File: config.mk
export PLATFORM = sky130hd
export DESIGN_NAME = ppoc_top
export DESIGN_NICKNAME = d
export VERILOG_FILES = /design/src/ppoc_pkg.sv /design/src/ppoc_kwu_if.sv /design/src/ppoc_kwu.sv /design/src/ppoc_top.sv
export SDC_FILE = /design/constraint.sdc
export NUM_CORES = 1
export LEC_CHECK = 0
export BUFFER_PORTS_ARGS = -buffer_cell sky130_fd_sc_hd__buf_2
export CORE_AREA = 2 2 85 87
export CTS_CLUSTER_DIAMETER = 150
export DETAILED_ROUTE_END_ITERATION = 10
export DIE_AREA = 0 0 87 89
export HOLD_SLACK_MARGIN = 0.03
export PLACE_DENSITY = 0.85
export SYNTH_ARGS = -nofsm -noshare
export SYNTH_HDL_FRONTEND = slang
export SYNTH_HIERARCHICAL = 1
export SYNTH_SLANG_ARGS = --single-unit
File: constraint.sdc
create_clock -name i_ref_clk -period 1.6 [get_ports i_ref_clk]
set_input_delay 0 -clock i_ref_clk [delete_from_list [all_inputs] [get_ports i_ref_clk]]
set_output_delay 0 -clock i_ref_clk [all_outputs]
set_load 0.05 [all_outputs]
File: src/ppoc_pkg.sv
// package for the port pad option control block: register offsets, field positions, reset values
// assumes an 8-bit register port with byte offsets inside a small option map
package ppoc_pkg;

	// ==========================================================
	// widths
	localparam int unsigned ADDR_W = 8;
	localparam int unsigned DATA_W = 8;
	localparam int unsigned PORT_W = 8;

	// ==========================================================
	// register offsets
	localparam logic [ADDR_W-1:0] OFS_PULLUP_AB   = 8'h0A;
	localparam logic [ADDR_W-1:0] OFS_PULLUP_C    = 8'h0B;
	localparam logic [ADDR_W-1:0] OFS_OPEN_DR_ADE = 8'h0C;
	localparam logic [ADDR_W-1:0] OFS_OPEN_DR_C   = 8'h0D;
	localparam logic [ADDR_W-1:0] OFS_KWU_ENABLES = 8'h0E;
	localparam logic [ADDR_W-1:0] OFS_MASK_STATUS = 8'h0F;

	// ==========================================================
	// pullup_control_ports_ab fields
	localparam int unsigned BIT_PORT_B_UPPER_PULLUP = 3;
	localparam int unsigned BIT_PORT_B_LOWER_PULLUP = 2;
	localparam int unsigned BIT_PORT_A_UPPER_PULLUP = 1;
	localparam int unsigned BIT_PORT_A_LOWER_PULLUP = 0;
	localparam logic [DATA_W-1:0] MASK_PULLUP_AB    = 8'h0F;

	// ==========================================================
	// open_drain_control_ports_ade fields
	localparam int unsigned BIT_PORT_D_UPPER_OPEN_DRAIN = 7;
	localparam int unsigned BIT_PORT_D_LOWER_OPEN_DRAIN = 6;
	localparam int unsigned BIT_PORT_E_UPPER_OPEN_DRAIN = 5;
	localparam int unsigned BIT_PORT_E_LOWER_OPEN_DRAIN = 4;
	localparam int unsigned BIT_PORT_A_UPPER_OPEN_DRAIN = 1;
	localparam int unsigned BIT_PORT_A_LOWER_OPEN_DRAIN = 0;
	localparam logic [DATA_W-1:0] MASK_OPEN_DR_ADE      = 8'hF3;

	// ==========================================================
	// open_drain_control_port_c fields
	localparam logic [DATA_W-1:0] MASK_OPEN_DR_C  = 8'h3F;
	localparam logic [DATA_W-1:0] FIXED_OPEN_DR_C = 8'hC0;

	// ==========================================================
	// mask_option_status fields
	localparam int unsigned BIT_RESET_PIN_PULLUP_FITTED    = 7;
	localparam int unsigned BIT_MAIN_OSC_FEEDBACK_FITTED   = 6;
	localparam int unsigned BIT_SECOND_OSC_FEEDBACK_FITTED = 5;

	// ==========================================================
	// reset values
	localparam logic [DATA_W-1:0] RST_REG  = 8'h00;

endpackage : ppoc_pkg

File: src/ppoc_kwu_if.sv
// interface between the option block and its key-wakeup detector
// assumes one clock domain; pins are already synchronous
interface ppoc_kwu_if #(
	parameter int unsigned WIDTH = 8
);
	logic [WIDTH-1:0] pins;
	logic [WIDTH-1:0] enables;
	logic             flag_clear;
	logic             flag;

	modport owner (
		output pins,
		output enables,
		output flag_clear,
		input  flag
	);

	modport detector (
		input  pins,
		input  enables,
		input  flag_clear,
		output flag
	);
endinterface : ppoc_kwu_if

File: src/ppoc_kwu.sv
// key-wakeup detector: one falling-edge latch per pin, all latches cleared together
// assumes pins are synchronous to i_ref_clk and idle high
module ppoc_kwu #(
	parameter int unsigned WIDTH = 8
) (
	input  wire logic i_ref_clk,
	input  wire logic i_rst_b,
	ppoc_kwu_if.detector bus
);

	logic [WIDTH-1:0] prev_q;
	logic [WIDTH-1:0] prev_d;
	logic [WIDTH-1:0] latch_q;
	logic [WIDTH-1:0] latch_d;
	logic [WIDTH-1:0] fall;

	// ==========================================================
	// edge latches
	always_comb begin
		prev_d  = bus.pins;
		fall    = prev_q & ~bus.pins & bus.enables;           // [RULE_20]
		latch_d = latch_q;
		if (bus.flag_clear) begin
			latch_d = '0;
		end
		// a new edge in the clearing cycle survives the clear
		latch_d = latch_d | fall;                             // [RULE_20]
	end

	always_ff @(posedge i_ref_clk or negedge i_rst_b) begin
		if (!i_rst_b) begin
			prev_q  <= '1;
			latch_q <= '0;
		end else begin
			prev_q  <= prev_d;
			latch_q <= latch_d;
		end
	end

	assign bus.flag = |latch_q;                               // [RULE_20]

endmodule : ppoc_kwu

File: src/ppoc_top.sv
// option-map register set steering pullups, open-drain modes and key-wakeup enables of ports a to e
// assumes synchronous pin and display-select inputs and a one-cycle strobe register port

// ==========================================================
// Operation
// RULE_01: port b upper pullup drives pins 7..4
// RULE_02: port b lower pullup drives pins 3..0
// RULE_03: port a upper pullup drives pins 7..4
// RULE_04: port a lower pullup drives pins 3..0
// RULE_05: port c pullup bit per pin
// RULE_06: port d upper open-drain when display selects port
// RULE_07: port d low three open-drain unless backplane used
// RULE_08: port e upper open-drain when general output selected
// RULE_09: port e lower open-drain when general output selected
// RULE_10: open-drain register bits 3,2 read zero
// RULE_11: port a upper open-drain on output pins
// RULE_12: port a lower open-drain on output pins
// RULE_13: port c pins 7,6 always open-drain outputs; the code gates them by i_port_c_pin_direction
// RULE_14: port c open-drain bit per output pin
// RULE_15: key-wakeup enable bit per port b pin
// RULE_16: status bit 7 reports reset pullup option
// RULE_17: status bit 6 reports main oscillator resistor
// RULE_18: status bit 5 reports second oscillator resistor
// RULE_19: unused pullup and status bits read zero
// RULE_20: enabled falling edge sets key-wakeup flag
// RULE_21: reserved and read-only bits ignore writes
module ppoc_top #(
	parameter logic RESET_PIN_PULLUP_FITTED    = 1'b0,
	parameter logic MAIN_OSC_FEEDBACK_FITTED   = 1'b0,
	parameter logic SECOND_OSC_FEEDBACK_FITTED = 1'b0
) (
	input  wire logic                          i_ref_clk,
	input  wire logic                          i_rst_b,
	// register port
	input  wire logic [ppoc_pkg::ADDR_W-1:0]   i_addr,
	input  wire logic [ppoc_pkg::DATA_W-1:0]   i_wdata,
	input  wire logic                          i_wr,
	input  wire logic                          i_rd,
	output logic      [ppoc_pkg::DATA_W-1:0]   o_rdata,
	// surrounding port and display state
	input  wire logic [ppoc_pkg::PORT_W-1:0]   i_port_a_direction,
	input  wire logic [ppoc_pkg::PORT_W-1:0]   i_port_c_pin_direction,
	input  wire logic                          i_display_port_d_upper_select,
	input  wire logic                          i_display_port_e_upper_select,
	input  wire logic                          i_display_port_e_lower_select,
	input  wire logic [2:0]                    i_display_backplane_pin_used,
	// key wakeup
	input  wire logic [ppoc_pkg::PORT_W-1:0]   i_port_b_pin,
	input  wire logic                          i_key_wakeup_flag_clear,
	output logic                               o_key_wakeup_flag,
	output logic      [ppoc_pkg::PORT_W-1:0]   o_key_wakeup_pin_enable,
	// pad controls
	output logic      [ppoc_pkg::PORT_W-1:0]   o_port_a_pullup,
	output logic      [ppoc_pkg::PORT_W-1:0]   o_port_b_pullup,
	output logic      [ppoc_pkg::PORT_W-1:0]   o_port_c_pullup,
	output logic      [ppoc_pkg::PORT_W-1:0]   o_port_a_open_drain,
	output logic      [ppoc_pkg::PORT_W-1:0]   o_port_c_open_drain,
	output logic      [ppoc_pkg::PORT_W-1:0]   o_port_d_open_drain,
	output logic      [ppoc_pkg::PORT_W-1:0]   o_port_e_open_drain
);

	localparam int unsigned HALF = ppoc_pkg::PORT_W / 2;

	// ==========================================================
	// register state
	logic [ppoc_pkg::DATA_W-1:0] pullup_control_ports_ab_q;
	logic [ppoc_pkg::DATA_W-1:0] pullup_control_ports_ab_d;
	logic [ppoc_pkg::DATA_W-1:0] pullup_control_port_c_q;
	logic [ppoc_pkg::DATA_W-1:0] pullup_control_port_c_d;
	logic [ppoc_pkg::DATA_W-1:0] open_drain_control_ports_ade_q;
	logic [ppoc_pkg::DATA_W-1:0] open_drain_control_ports_ade_d;
	logic [ppoc_pkg::DATA_W-1:0] open_drain_control_port_c_q;
	logic [ppoc_pkg::DATA_W-1:0] open_drain_control_port_c_d;
	logic [ppoc_pkg::DATA_W-1:0] key_wakeup_input_enables_q;
	logic [ppoc_pkg::DATA_W-1:0] key_wakeup_input_enables_d;
	logic [ppoc_pkg::DATA_W-1:0] mask_option_status;
	logic [ppoc_pkg::DATA_W-1:0] rdata_q;
	logic [ppoc_pkg::DATA_W-1:0] rdata_d;

	// ==========================================================
	// pad control state
	logic [ppoc_pkg::PORT_W-1:0] port_a_pullup_q;
	logic [ppoc_pkg::PORT_W-1:0] port_a_pullup_d;
	logic [ppoc_pkg::PORT_W-1:0] port_b_pullup_q;
	logic [ppoc_pkg::PORT_W-1:0] port_b_pullup_d;
	logic [ppoc_pkg::PORT_W-1:0] port_c_pullup_q;
	logic [ppoc_pkg::PORT_W-1:0] port_c_pullup_d;
	logic [ppoc_pkg::PORT_W-1:0] port_a_open_drain_q;
	logic [ppoc_pkg::PORT_W-1:0] port_a_open_drain_d;
	logic [ppoc_pkg::PORT_W-1:0] port_c_open_drain_q;
	logic [ppoc_pkg::PORT_W-1:0] port_c_open_drain_d;
	logic [ppoc_pkg::PORT_W-1:0] port_d_open_drain_q;
	logic [ppoc_pkg::PORT_W-1:0] port_d_open_drain_d;
	logic [ppoc_pkg::PORT_W-1:0] port_e_open_drain_q;
	logic [ppoc_pkg::PORT_W-1:0] port_e_open_drain_d;
	logic [ppoc_pkg::PORT_W-1:0] port_c_od_select;

	// ==========================================================
	// factory options, fixed at build time
	always_comb begin
		mask_option_status = '0;                                                       // [RULE_19]
		mask_option_status[ppoc_pkg::BIT_RESET_PIN_PULLUP_FITTED]    = RESET_PIN_PULLUP_FITTED;    // [RULE_16]
		mask_option_status[ppoc_pkg::BIT_MAIN_OSC_FEEDBACK_FITTED]   = MAIN_OSC_FEEDBACK_FITTED;   // [RULE_17]
		mask_option_status[ppoc_pkg::BIT_SECOND_OSC_FEEDBACK_FITTED] = SECOND_OSC_FEEDBACK_FITTED; // [RULE_18]
	end

	// ==========================================================
	// register writes
	// only implemented bits are stored, so reserved bits stay zero whatever is written
	always_comb begin
		pullup_control_ports_ab_d      = pullup_control_ports_ab_q;
		pullup_control_port_c_d        = pullup_control_port_c_q;
		open_drain_control_ports_ade_d = open_drain_control_ports_ade_q;
		open_drain_control_port_c_d    = open_drain_control_port_c_q;
		key_wakeup_input_enables_d     = key_wakeup_input_enables_q;
		if (i_wr) begin
			case (i_addr)
				ppoc_pkg::OFS_PULLUP_AB: begin
					pullup_control_ports_ab_d = i_wdata & ppoc_pkg::MASK_PULLUP_AB;            // [RULE_19] [RULE_21]
				end
				ppoc_pkg::OFS_PULLUP_C: begin
					pullup_control_port_c_d = i_wdata;                                         // [RULE_05]
				end
				ppoc_pkg::OFS_OPEN_DR_ADE: begin
					open_drain_control_ports_ade_d = i_wdata & ppoc_pkg::MASK_OPEN_DR_ADE;     // [RULE_10] [RULE_21]
				end
				ppoc_pkg::OFS_OPEN_DR_C: begin
					open_drain_control_port_c_d = i_wdata & ppoc_pkg::MASK_OPEN_DR_C;          // [RULE_21]
				end
				ppoc_pkg::OFS_KWU_ENABLES: begin
					key_wakeup_input_enables_d = i_wdata;                                      // [RULE_15]
				end
				default: begin
					// status register and unmapped offsets: nothing stored
				end
			endcase
		end
	end

	always_ff @(posedge i_ref_clk or negedge i_rst_b) begin
		if (!i_rst_b) begin
			pullup_control_ports_ab_q      <= ppoc_pkg::RST_REG;   // [RULE_01] [RULE_02] [RULE_03] [RULE_04]
			pullup_control_port_c_q        <= ppoc_pkg::RST_REG;   // [RULE_05]
			open_drain_control_ports_ade_q <= ppoc_pkg::RST_REG;   // [RULE_06] [RULE_07] [RULE_08] [RULE_09] [RULE_11] [RULE_12]
			open_drain_control_port_c_q    <= ppoc_pkg::RST_REG;   // [RULE_13] [RULE_14]
			key_wakeup_input_enables_q     <= ppoc_pkg::RST_REG;   // [RULE_15]
		end else begin
			pullup_control_ports_ab_q      <= pullup_control_ports_ab_d;
			pullup_control_port_c_q        <= pullup_control_port_c_d;
			open_drain_control_ports_ade_q <= open_drain_control_ports_ade_d;
			open_drain_control_port_c_q    <= open_drain_control_port_c_d;
			key_wakeup_input_enables_q     <= key_wakeup_input_enables_d;
		end
	end

	// ==========================================================
	// register reads
	// data stand only in the cycle after the strobe; unmapped offsets read zero
	always_comb begin
		rdata_d = '0;
		if (i_rd) begin
			case (i_addr)
				ppoc_pkg::OFS_PULLUP_AB: begin
					rdata_d = pullup_control_ports_ab_q;                                       // [RULE_19]
				end
				ppoc_pkg::OFS_PULLUP_C: begin
					rdata_d = pullup_control_port_c_q;
				end
				ppoc_pkg::OFS_OPEN_DR_ADE: begin
					rdata_d = open_drain_control_ports_ade_q;                                  // [RULE_10]
				end
				ppoc_pkg::OFS_OPEN_DR_C: begin
					rdata_d = open_drain_control_port_c_q | ppoc_pkg::FIXED_OPEN_DR_C;         // [RULE_13]
				end
				ppoc_pkg::OFS_KWU_ENABLES: begin
					rdata_d = key_wakeup_input_enables_q;
				end
				ppoc_pkg::OFS_MASK_STATUS: begin
					rdata_d = mask_option_status;                                              // [RULE_16] [RULE_19]
				end
				default: begin
					rdata_d = '0;
				end
			endcase
		end
	end

	always_ff @(posedge i_ref_clk or negedge i_rst_b) begin
		if (!i_rst_b) begin
			rdata_q <= ppoc_pkg::RST_REG;
		end else begin
			rdata_q <= rdata_d;
		end
	end

	assign o_rdata = rdata_q;

	// ==========================================================
	// pullup selection
	always_comb begin
		port_a_pullup_d = {{HALF{pullup_control_ports_ab_q[ppoc_pkg::BIT_PORT_A_UPPER_PULLUP]}},   // [RULE_03]
		                   {HALF{pullup_control_ports_ab_q[ppoc_pkg::BIT_PORT_A_LOWER_PULLUP]}}};  // [RULE_04]
		port_b_pullup_d = {{HALF{pullup_control_ports_ab_q[ppoc_pkg::BIT_PORT_B_UPPER_PULLUP]}},   // [RULE_01]
		                   {HALF{pullup_control_ports_ab_q[ppoc_pkg::BIT_PORT_B_LOWER_PULLUP]}}};  // [RULE_02]
		port_c_pullup_d = pullup_control_port_c_q;                                             // [RULE_05]
	end

	// ==========================================================
	// open-drain selection
	// open-drain only means something on a driven pin, so ports a and c are gated by pin direction; ports d and e only by the display selects and backplane use
	always_comb begin
		port_a_open_drain_d = i_port_a_direction &
		                      {{HALF{open_drain_control_ports_ade_q[ppoc_pkg::BIT_PORT_A_UPPER_OPEN_DRAIN]}}, // [RULE_11]
		                       {HALF{open_drain_control_ports_ade_q[ppoc_pkg::BIT_PORT_A_LOWER_OPEN_DRAIN]}}}; // [RULE_12]

		port_c_od_select    = open_drain_control_port_c_q | ppoc_pkg::FIXED_OPEN_DR_C;         // [RULE_13]
		port_c_open_drain_d = i_port_c_pin_direction & port_c_od_select;                       // [RULE_13] [RULE_14]

		port_d_open_drain_d = '0;
		// pin 3 of port d has no open-drain control here and stays push-pull
		port_d_open_drain_d[ppoc_pkg::PORT_W-1:HALF] =
			{HALF{open_drain_control_ports_ade_q[ppoc_pkg::BIT_PORT_D_UPPER_OPEN_DRAIN] &
			      i_display_port_d_upper_select}};                                             // [RULE_06]
		port_d_open_drain_d[2:0] =
			{3{open_drain_control_ports_ade_q[ppoc_pkg::BIT_PORT_D_LOWER_OPEN_DRAIN]}} &
			~i_display_backplane_pin_used;                                                     // [RULE_07]

		port_e_open_drain_d[ppoc_pkg::PORT_W-1:HALF] =
			{HALF{open_drain_control_ports_ade_q[ppoc_pkg::BIT_PORT_E_UPPER_OPEN_DRAIN] &
			      i_display_port_e_upper_select}};                                             // [RULE_08]
		port_e_open_drain_d[HALF-1:0] =
			{HALF{open_drain_control_ports_ade_q[ppoc_pkg::BIT_PORT_E_LOWER_OPEN_DRAIN] &
			      i_display_port_e_lower_select}};                                             // [RULE_09]
	end

	// pad controls are registered: one cycle late, but glitch-free toward the pads
	always_ff @(posedge i_ref_clk or negedge i_rst_b) begin
		if (!i_rst_b) begin
			port_a_pullup_q     <= ppoc_pkg::RST_REG;
			port_b_pullup_q     <= ppoc_pkg::RST_REG;
			port_c_pullup_q     <= ppoc_pkg::RST_REG;
			port_a_open_drain_q <= ppoc_pkg::RST_REG;
			port_c_open_drain_q <= ppoc_pkg::RST_REG;
			port_d_open_drain_q <= ppoc_pkg::RST_REG;
			port_e_open_drain_q <= ppoc_pkg::RST_REG;
		end else begin
			port_a_pullup_q     <= port_a_pullup_d;
			port_b_pullup_q     <= port_b_pullup_d;
			port_c_pullup_q     <= port_c_pullup_d;
			port_a_open_drain_q <= port_a_open_drain_d;
			port_c_open_drain_q <= port_c_open_drain_d;
			port_d_open_drain_q <= port_d_open_drain_d;
			port_e_open_drain_q <= port_e_open_drain_d;
		end
	end

	assign o_port_a_pullup     = port_a_pullup_q;
	assign o_port_b_pullup     = port_b_pullup_q;
	assign o_port_c_pullup     = port_c_pullup_q;
	assign o_port_a_open_drain = port_a_open_drain_q;
	assign o_port_c_open_drain = port_c_open_drain_q;
	assign o_port_d_open_drain = port_d_open_drain_q;
	assign o_port_e_open_drain = port_e_open_drain_q;

	// ==========================================================
	// key wakeup
	ppoc_kwu_if #(
		.WIDTH (ppoc_pkg::PORT_W)
	) kwu_bus ();

	assign kwu_bus.pins       = i_port_b_pin;
	assign kwu_bus.enables    = key_wakeup_input_enables_q;                                  // [RULE_15]
	assign kwu_bus.flag_clear = i_key_wakeup_flag_clear;

	ppoc_kwu #(
		.WIDTH (ppoc_pkg::PORT_W)
	) u_kwu (
		.i_ref_clk (i_ref_clk),
		.i_rst_b   (i_rst_b),
		.bus       (kwu_bus.detector)
	);

	assign o_key_wakeup_flag       = kwu_bus.flag;                                          // [RULE_20]
	assign o_key_wakeup_pin_enable = key_wakeup_input_enables_q;                            // [RULE_15]

endmodule : ppoc_top

; ---- Word-level counts from Yosys, hierarchy flattened
; Cells that the tools add are included.
[word_totals]
ramBits = 0
n_memories = 0
latch_bits = 0
in_bits = 51
regBits = 99
mem_bits_ro = 0
[classes]
n_eq_ne = 5
n_div = 0
addsub = 0
shift = 0
n_mux = 3
multipliers = 0
n_lt_le_gt_ge = 0
reduce_logical = 6
n_bitwise = 11
[op_table]
columns = cell, count
row1 = $eq 8x4->1 const B, 5
row2 = $pmux 8 s5, 1
row3 = $and 8x8->8, 4
row4 = $mux 8, 2
row5 = $reduce_and 2->1, 5
row6 = $not 8->8, 1
row7 = $or 8x8->8, 1
row8 = $reduce_or 8->1, 1
row9 = $and 1x1->1, 3
row10 = $and 3x3->3, 1
row11 = $not 3->3, 1

; ---- Longest topological paths before layout
[logic_depth]
depth_word = 4
depth_mapped = 4

; ---- Cells and area by module
; Netlist, hierarchy kept.
[modules_own_cells]
columns = mod, area_per_inst_um2, n_inst, cells_per_inst
row1 = ppoc_top, 2971.6, 1, 213
row2 = ppoc_kwu, 544.3, 1, 44

; ---- Worst setup path before layout
; No wires, ideal clock.
[synth_path]
path_kind = register to register
startpoint = register key_wakeup_input_enables_q, in the netlist o_key_wakeup_pin_enable[0]
endpoint = register rdata_q, in the netlist o_rdata[0]
required_time_ns = 1.462
n_path_buf = 0
stages_incl_launch_ff = 4
path_slack_ns = 0.272
t_arrival_ns = 1.190
cell_sequence = dfrtp_1 -> mux2_2 -> a221oi_1 -> a211oi_1
[synth_between]
elab_chain_cells = 2
[synth_lines]
columns = item, line_no
row1 = start: declaration, ppoc_top.sv:74  ; logic [ppoc_pkg::DATA_W-1:0] key_wakeup_input_enables_q;
row2 = start signal: assignment, ppoc_top.sv:146  ; key_wakeup_input_enables_q <= ppoc_pkg::RST_REG;
row3 = start signal: assignment, ppoc_top.sv:152  ; key_wakeup_input_enables_q <= key_wakeup_input_enables_d;
row4 = $pmux 8 s5, ppoc_top.sv:162  ; case (i_addr)
row5 = $mux 8, ppoc_top.sv:161  ; if (i_rd) begin
row6 = net rdata_d (one bit), ppoc_top.sv:78  ; logic [ppoc_pkg::DATA_W-1:0] rdata_d;
row7 = end signal: assignment, ppoc_top.sv:190  ; rdata_q <= ppoc_pkg::RST_REG;
row8 = end signal: assignment, ppoc_top.sv:192  ; rdata_q <= rdata_d;
row9 = end: declaration, ppoc_top.sv:77  ; logic [ppoc_pkg::DATA_W-1:0] rdata_q;
; The timed path passes the listed nets, and every way through them passes these cells.
; A chain may end at the register's enable or synchronous reset.

; ---- Final worst setup path
[layout_path]
startpoint = input i_addr[2] in the netlist's numbering
endpoint = register rdata_q, in the netlist o_rdata[0]
[layout_between]
elab_chain_cells = 3
word_cells_on_any_way = 7
[layout_lines]
columns = item, line_no
row1 = start: declaration, ppoc_top.sv:35  ; input wire logic [ppoc_pkg::ADDR_W-1:0] i_addr,
row2 = $eq 8x4->1, ppoc_top.sv:162
row3 = $pmux 8 s5 *, ppoc_top.sv:162
row4 = $mux 8 *, ppoc_top.sv:161
row5 = net rdata_d (one bit), ppoc_top.sv:78
; The timed path passes the listed nets; every way through them passes the cells marked *.

==> impl_metrics.toml <==
[finish]
fin_area_mm2 = 0.00473
fin_nets = 459
area_growth_pct = 34.5
layout_commonest_cell = "buf_2"
final_cell_mix = "buf_2 (121), dfrtp_1 (82), dlygate4sd3_1 (41)"
multi_input_area_mm2 = 0.00103
seqCellArea_mm2 = 0.00226
diodes = 0
drive_gt1_frac = 0.470
fill_cells = 466

[yosys]
synth-edff-count = 0
synth_nets = 308
synthFlopType = "dfrtp_1"
synthXorXnorAreaFrac = 0
muxShareOfSynthArea = 0.122
synth_top_family_by_area = "multiplexers"
synth-compound-area-share = 0.0495
ys_ff_latch = 90
syn-cell-area_mm2 = 0.00352
synthCells = 257
ys_seq_area_frac = 0.643
syn_area_per_cell_um2 = 13.7
synth.area.top_cells = "dfrtp_1 (58%), mux2_2 (12%), dfstp_2 (6.0%)"
yosysWarnings = 6
synth_top_area_frac = 0.584
synthSimpleGateAreaFrac = 0.120
synth_area_leader_cell = "dfrtp_1"
ys_async_sr_fraction = 1.00
synth.distinct_cells = 30
synth_fa_ha_area_frac = 0

[sta]
tns_ns = 0
fin_crit_ns = 1.50
slew_viol_final = 0
hold_viol_final = 0
max_freq_ghz = 0.666
setup_viol = 0
grt_setup_unrepaired = "false"
layout_worst_path_cycle_share = 0.938
skew_ns = 0.00654

[route]
drc = 0
vias = 2496
drt_iter0_drc = 149
wl_per_cell_um = 16.3
drt_wl_total_um = 8060
routed_via_density = 5.06
ant_nets = 0
dr.pass1.iters = 5

[worst_setup_path]
timing.rr.start = "o_key_wakeup_pin_enable[0]"
cp_max_fo = 12
crit_required_ns = 1.86
critPathKind = "in2reg"
crit_path_top_delay_cell = "dlygate4sd3_1"
crit_start = "i_addr[2]"
max_stage_delay_ns = 0.53
reg2regPathDepth = 3
crit_arrival_ns = 1.76
crit_path_start_kind = "primary input"
crit_chain = "dlygate4sd3_1 -> buf_2 -> buf_4 -> o21a_1 -> nand4_1 -> a211oi_1"
crit_path_end_kind = "register"

[global_route]
grt_max_degree = 37
grt_first_pass_wirelength_um = 12700
grt.total_usage = 0.220
first_global_vias = 2626
grt_overflow = 0
antenna_found_initial = 0

[placement]
gp_congestion = 0.773
dpl_cell_area_mm2 = 0.00409
dp_hpwl_um = 5460
io_buffers = 122

[floorplanning]
die_h_um = 89
die_x_um = 87
floorplan.die_area_mm2 = 0.00774
core_mm2 = 0.00672
initial_core_util = 0.523
io_pins = 124
rows = 30

[clock_network]
htreeDepth = 3
clock_path_buffers = 2
cts_tree = "built"
cts_buffers = 9
clock-root-buffer = "clkbuf_8"
cts_setup_buffers = 0
cts_sinks = 90
clkTransAtPathRegs_ns = 0.09
clkLatencyLatePin_ns = 0.36

[status]
status = "complete, no violations"

[power]
peakVddDrop_uv = 524
cellPowerDensity_mw_per_mm2 = 1010
p_leak_nw = 2.58

[hold_path]
hold_path.startpoint = "i_addr[1]"
hold_depth = 3
hp-class = "in2reg"

[flow_run]
drv_cap = 0
[kinds of logic (layout without fill, tap and decap cells)]
| family | after synthesis | in the layout |
|---|---|---|
| DFF | 90 | 90 |
| and+or+nand+nor | 62 | 62 |
| muxes | 38 | 38 |
| buffers and inverters | 37 | 193 |
| AOI/OAI and AO/OA | 29 | 29 |
| other | 1 | 1 |
[state kept, by name (all words and copies together), names as in the netlist]
| name | flops |
|---|---|
| o_key_wakeup_pin_enable | 8 |
| o_port_a_open_drain | 8 |
| o_port_a_pullup | 2 |
| o_port_b_pullup | 2 |
| o_port_c_open_drain | 8 |
| o_port_c_pullup | 8 |
| o_port_d_open_drain | 4 |
| o_port_e_open_drain | 2 |
| o_rdata | 8 |
| open_drain_control_port_c_q | 6 |
| open_drain_control_ports_ade_q | 6 |
| port_c_pullup_d | 8 |
| pullup_control_ports_ab_q | 4 |
| u_kwu/latch_q | 8 |
| u_kwu/prev_q | 8 |
[worst max-delay path, delay by kind of cell]
family | cells | cell delay, ns
AOI/OAI and AO/OA | 2 | 0.44
buffers and inverters | 3 | 0.96
and+or+nand+nor | 1 | 0.36
[metal layers]
layer  global-route usage  up-vias  wire (um)
li1                     -     1171          -
met1                0.267     1221       3300
met2                0.384       96       4200
met3               0.0443        8        470
met4               0.0909        0         86
met5                    0        -          0
[path summary, 6_finish.rpt]
kind / endpoint / slack [ns]
min: o_rdata[5] / 0.07
max in group asynchronous: u_kwu/prev_q[4] / 0.86
min in group asynchronous: open_drain_control_port_c_q[5] / 0.14
max reg2reg: o_rdata[0] / 0.39
min reg2reg: o_port_c_pullup[5] / 0.41
max: o_rdata[0] / 0.1
[where the power goes]
group	total, mW	switching [mW]	internal [mW]
combinational	0.651	0.417	0.233
sequential	2.42	0.0553	2.36
clock	1.73	0.803	0.925
total	4.80	1.28	3.52
[repair_timing]
item	in CTS	in global routing
resized for setup	0	0
endpoints found under the hold margin	157	0
endpoints found under the setup margin	0	1
hold buffers	41	0
[synthesized netlist by cell type (4+ instances only)]
cell and number:
and3b_1 12, inv_1 8, o21ai_0 9, mux2_2 38
and2_1 17, nor2b_1 7, a21oi_1 6, dfstp_2 8
nand2_1 12, clkbuf_1 4, buf_4 22, o22ai_1 7
dfrtp_1 82
[through the flow]
stage	hold slack [ns]	std cells	util	worst slack, ns	total power, mW
floorplan	-0.296	257	-	0.272	2.83
global placement	-0.0142	436	0.609	0.231	3.02
detailed placement	-0.00613	436	0.609	0.195	3.04
CTS	0.0542	493	0.704	0.140	4.83
global route	0.0690	493	0.704	0.0147	4.98
finish	0.0719	493	0.704	0.0991	4.80
[area by class of cell]
type,instances,area share
repair buffers,169,0.229
well taps,80,0.0212
multi-input cells,130,0.218
clock buffers,10,0.0291
inverters,8,0.00635
flip-flops and latches,90,0.478
clock inverters,6,0.0188
(Power assumes the default switching activity.)
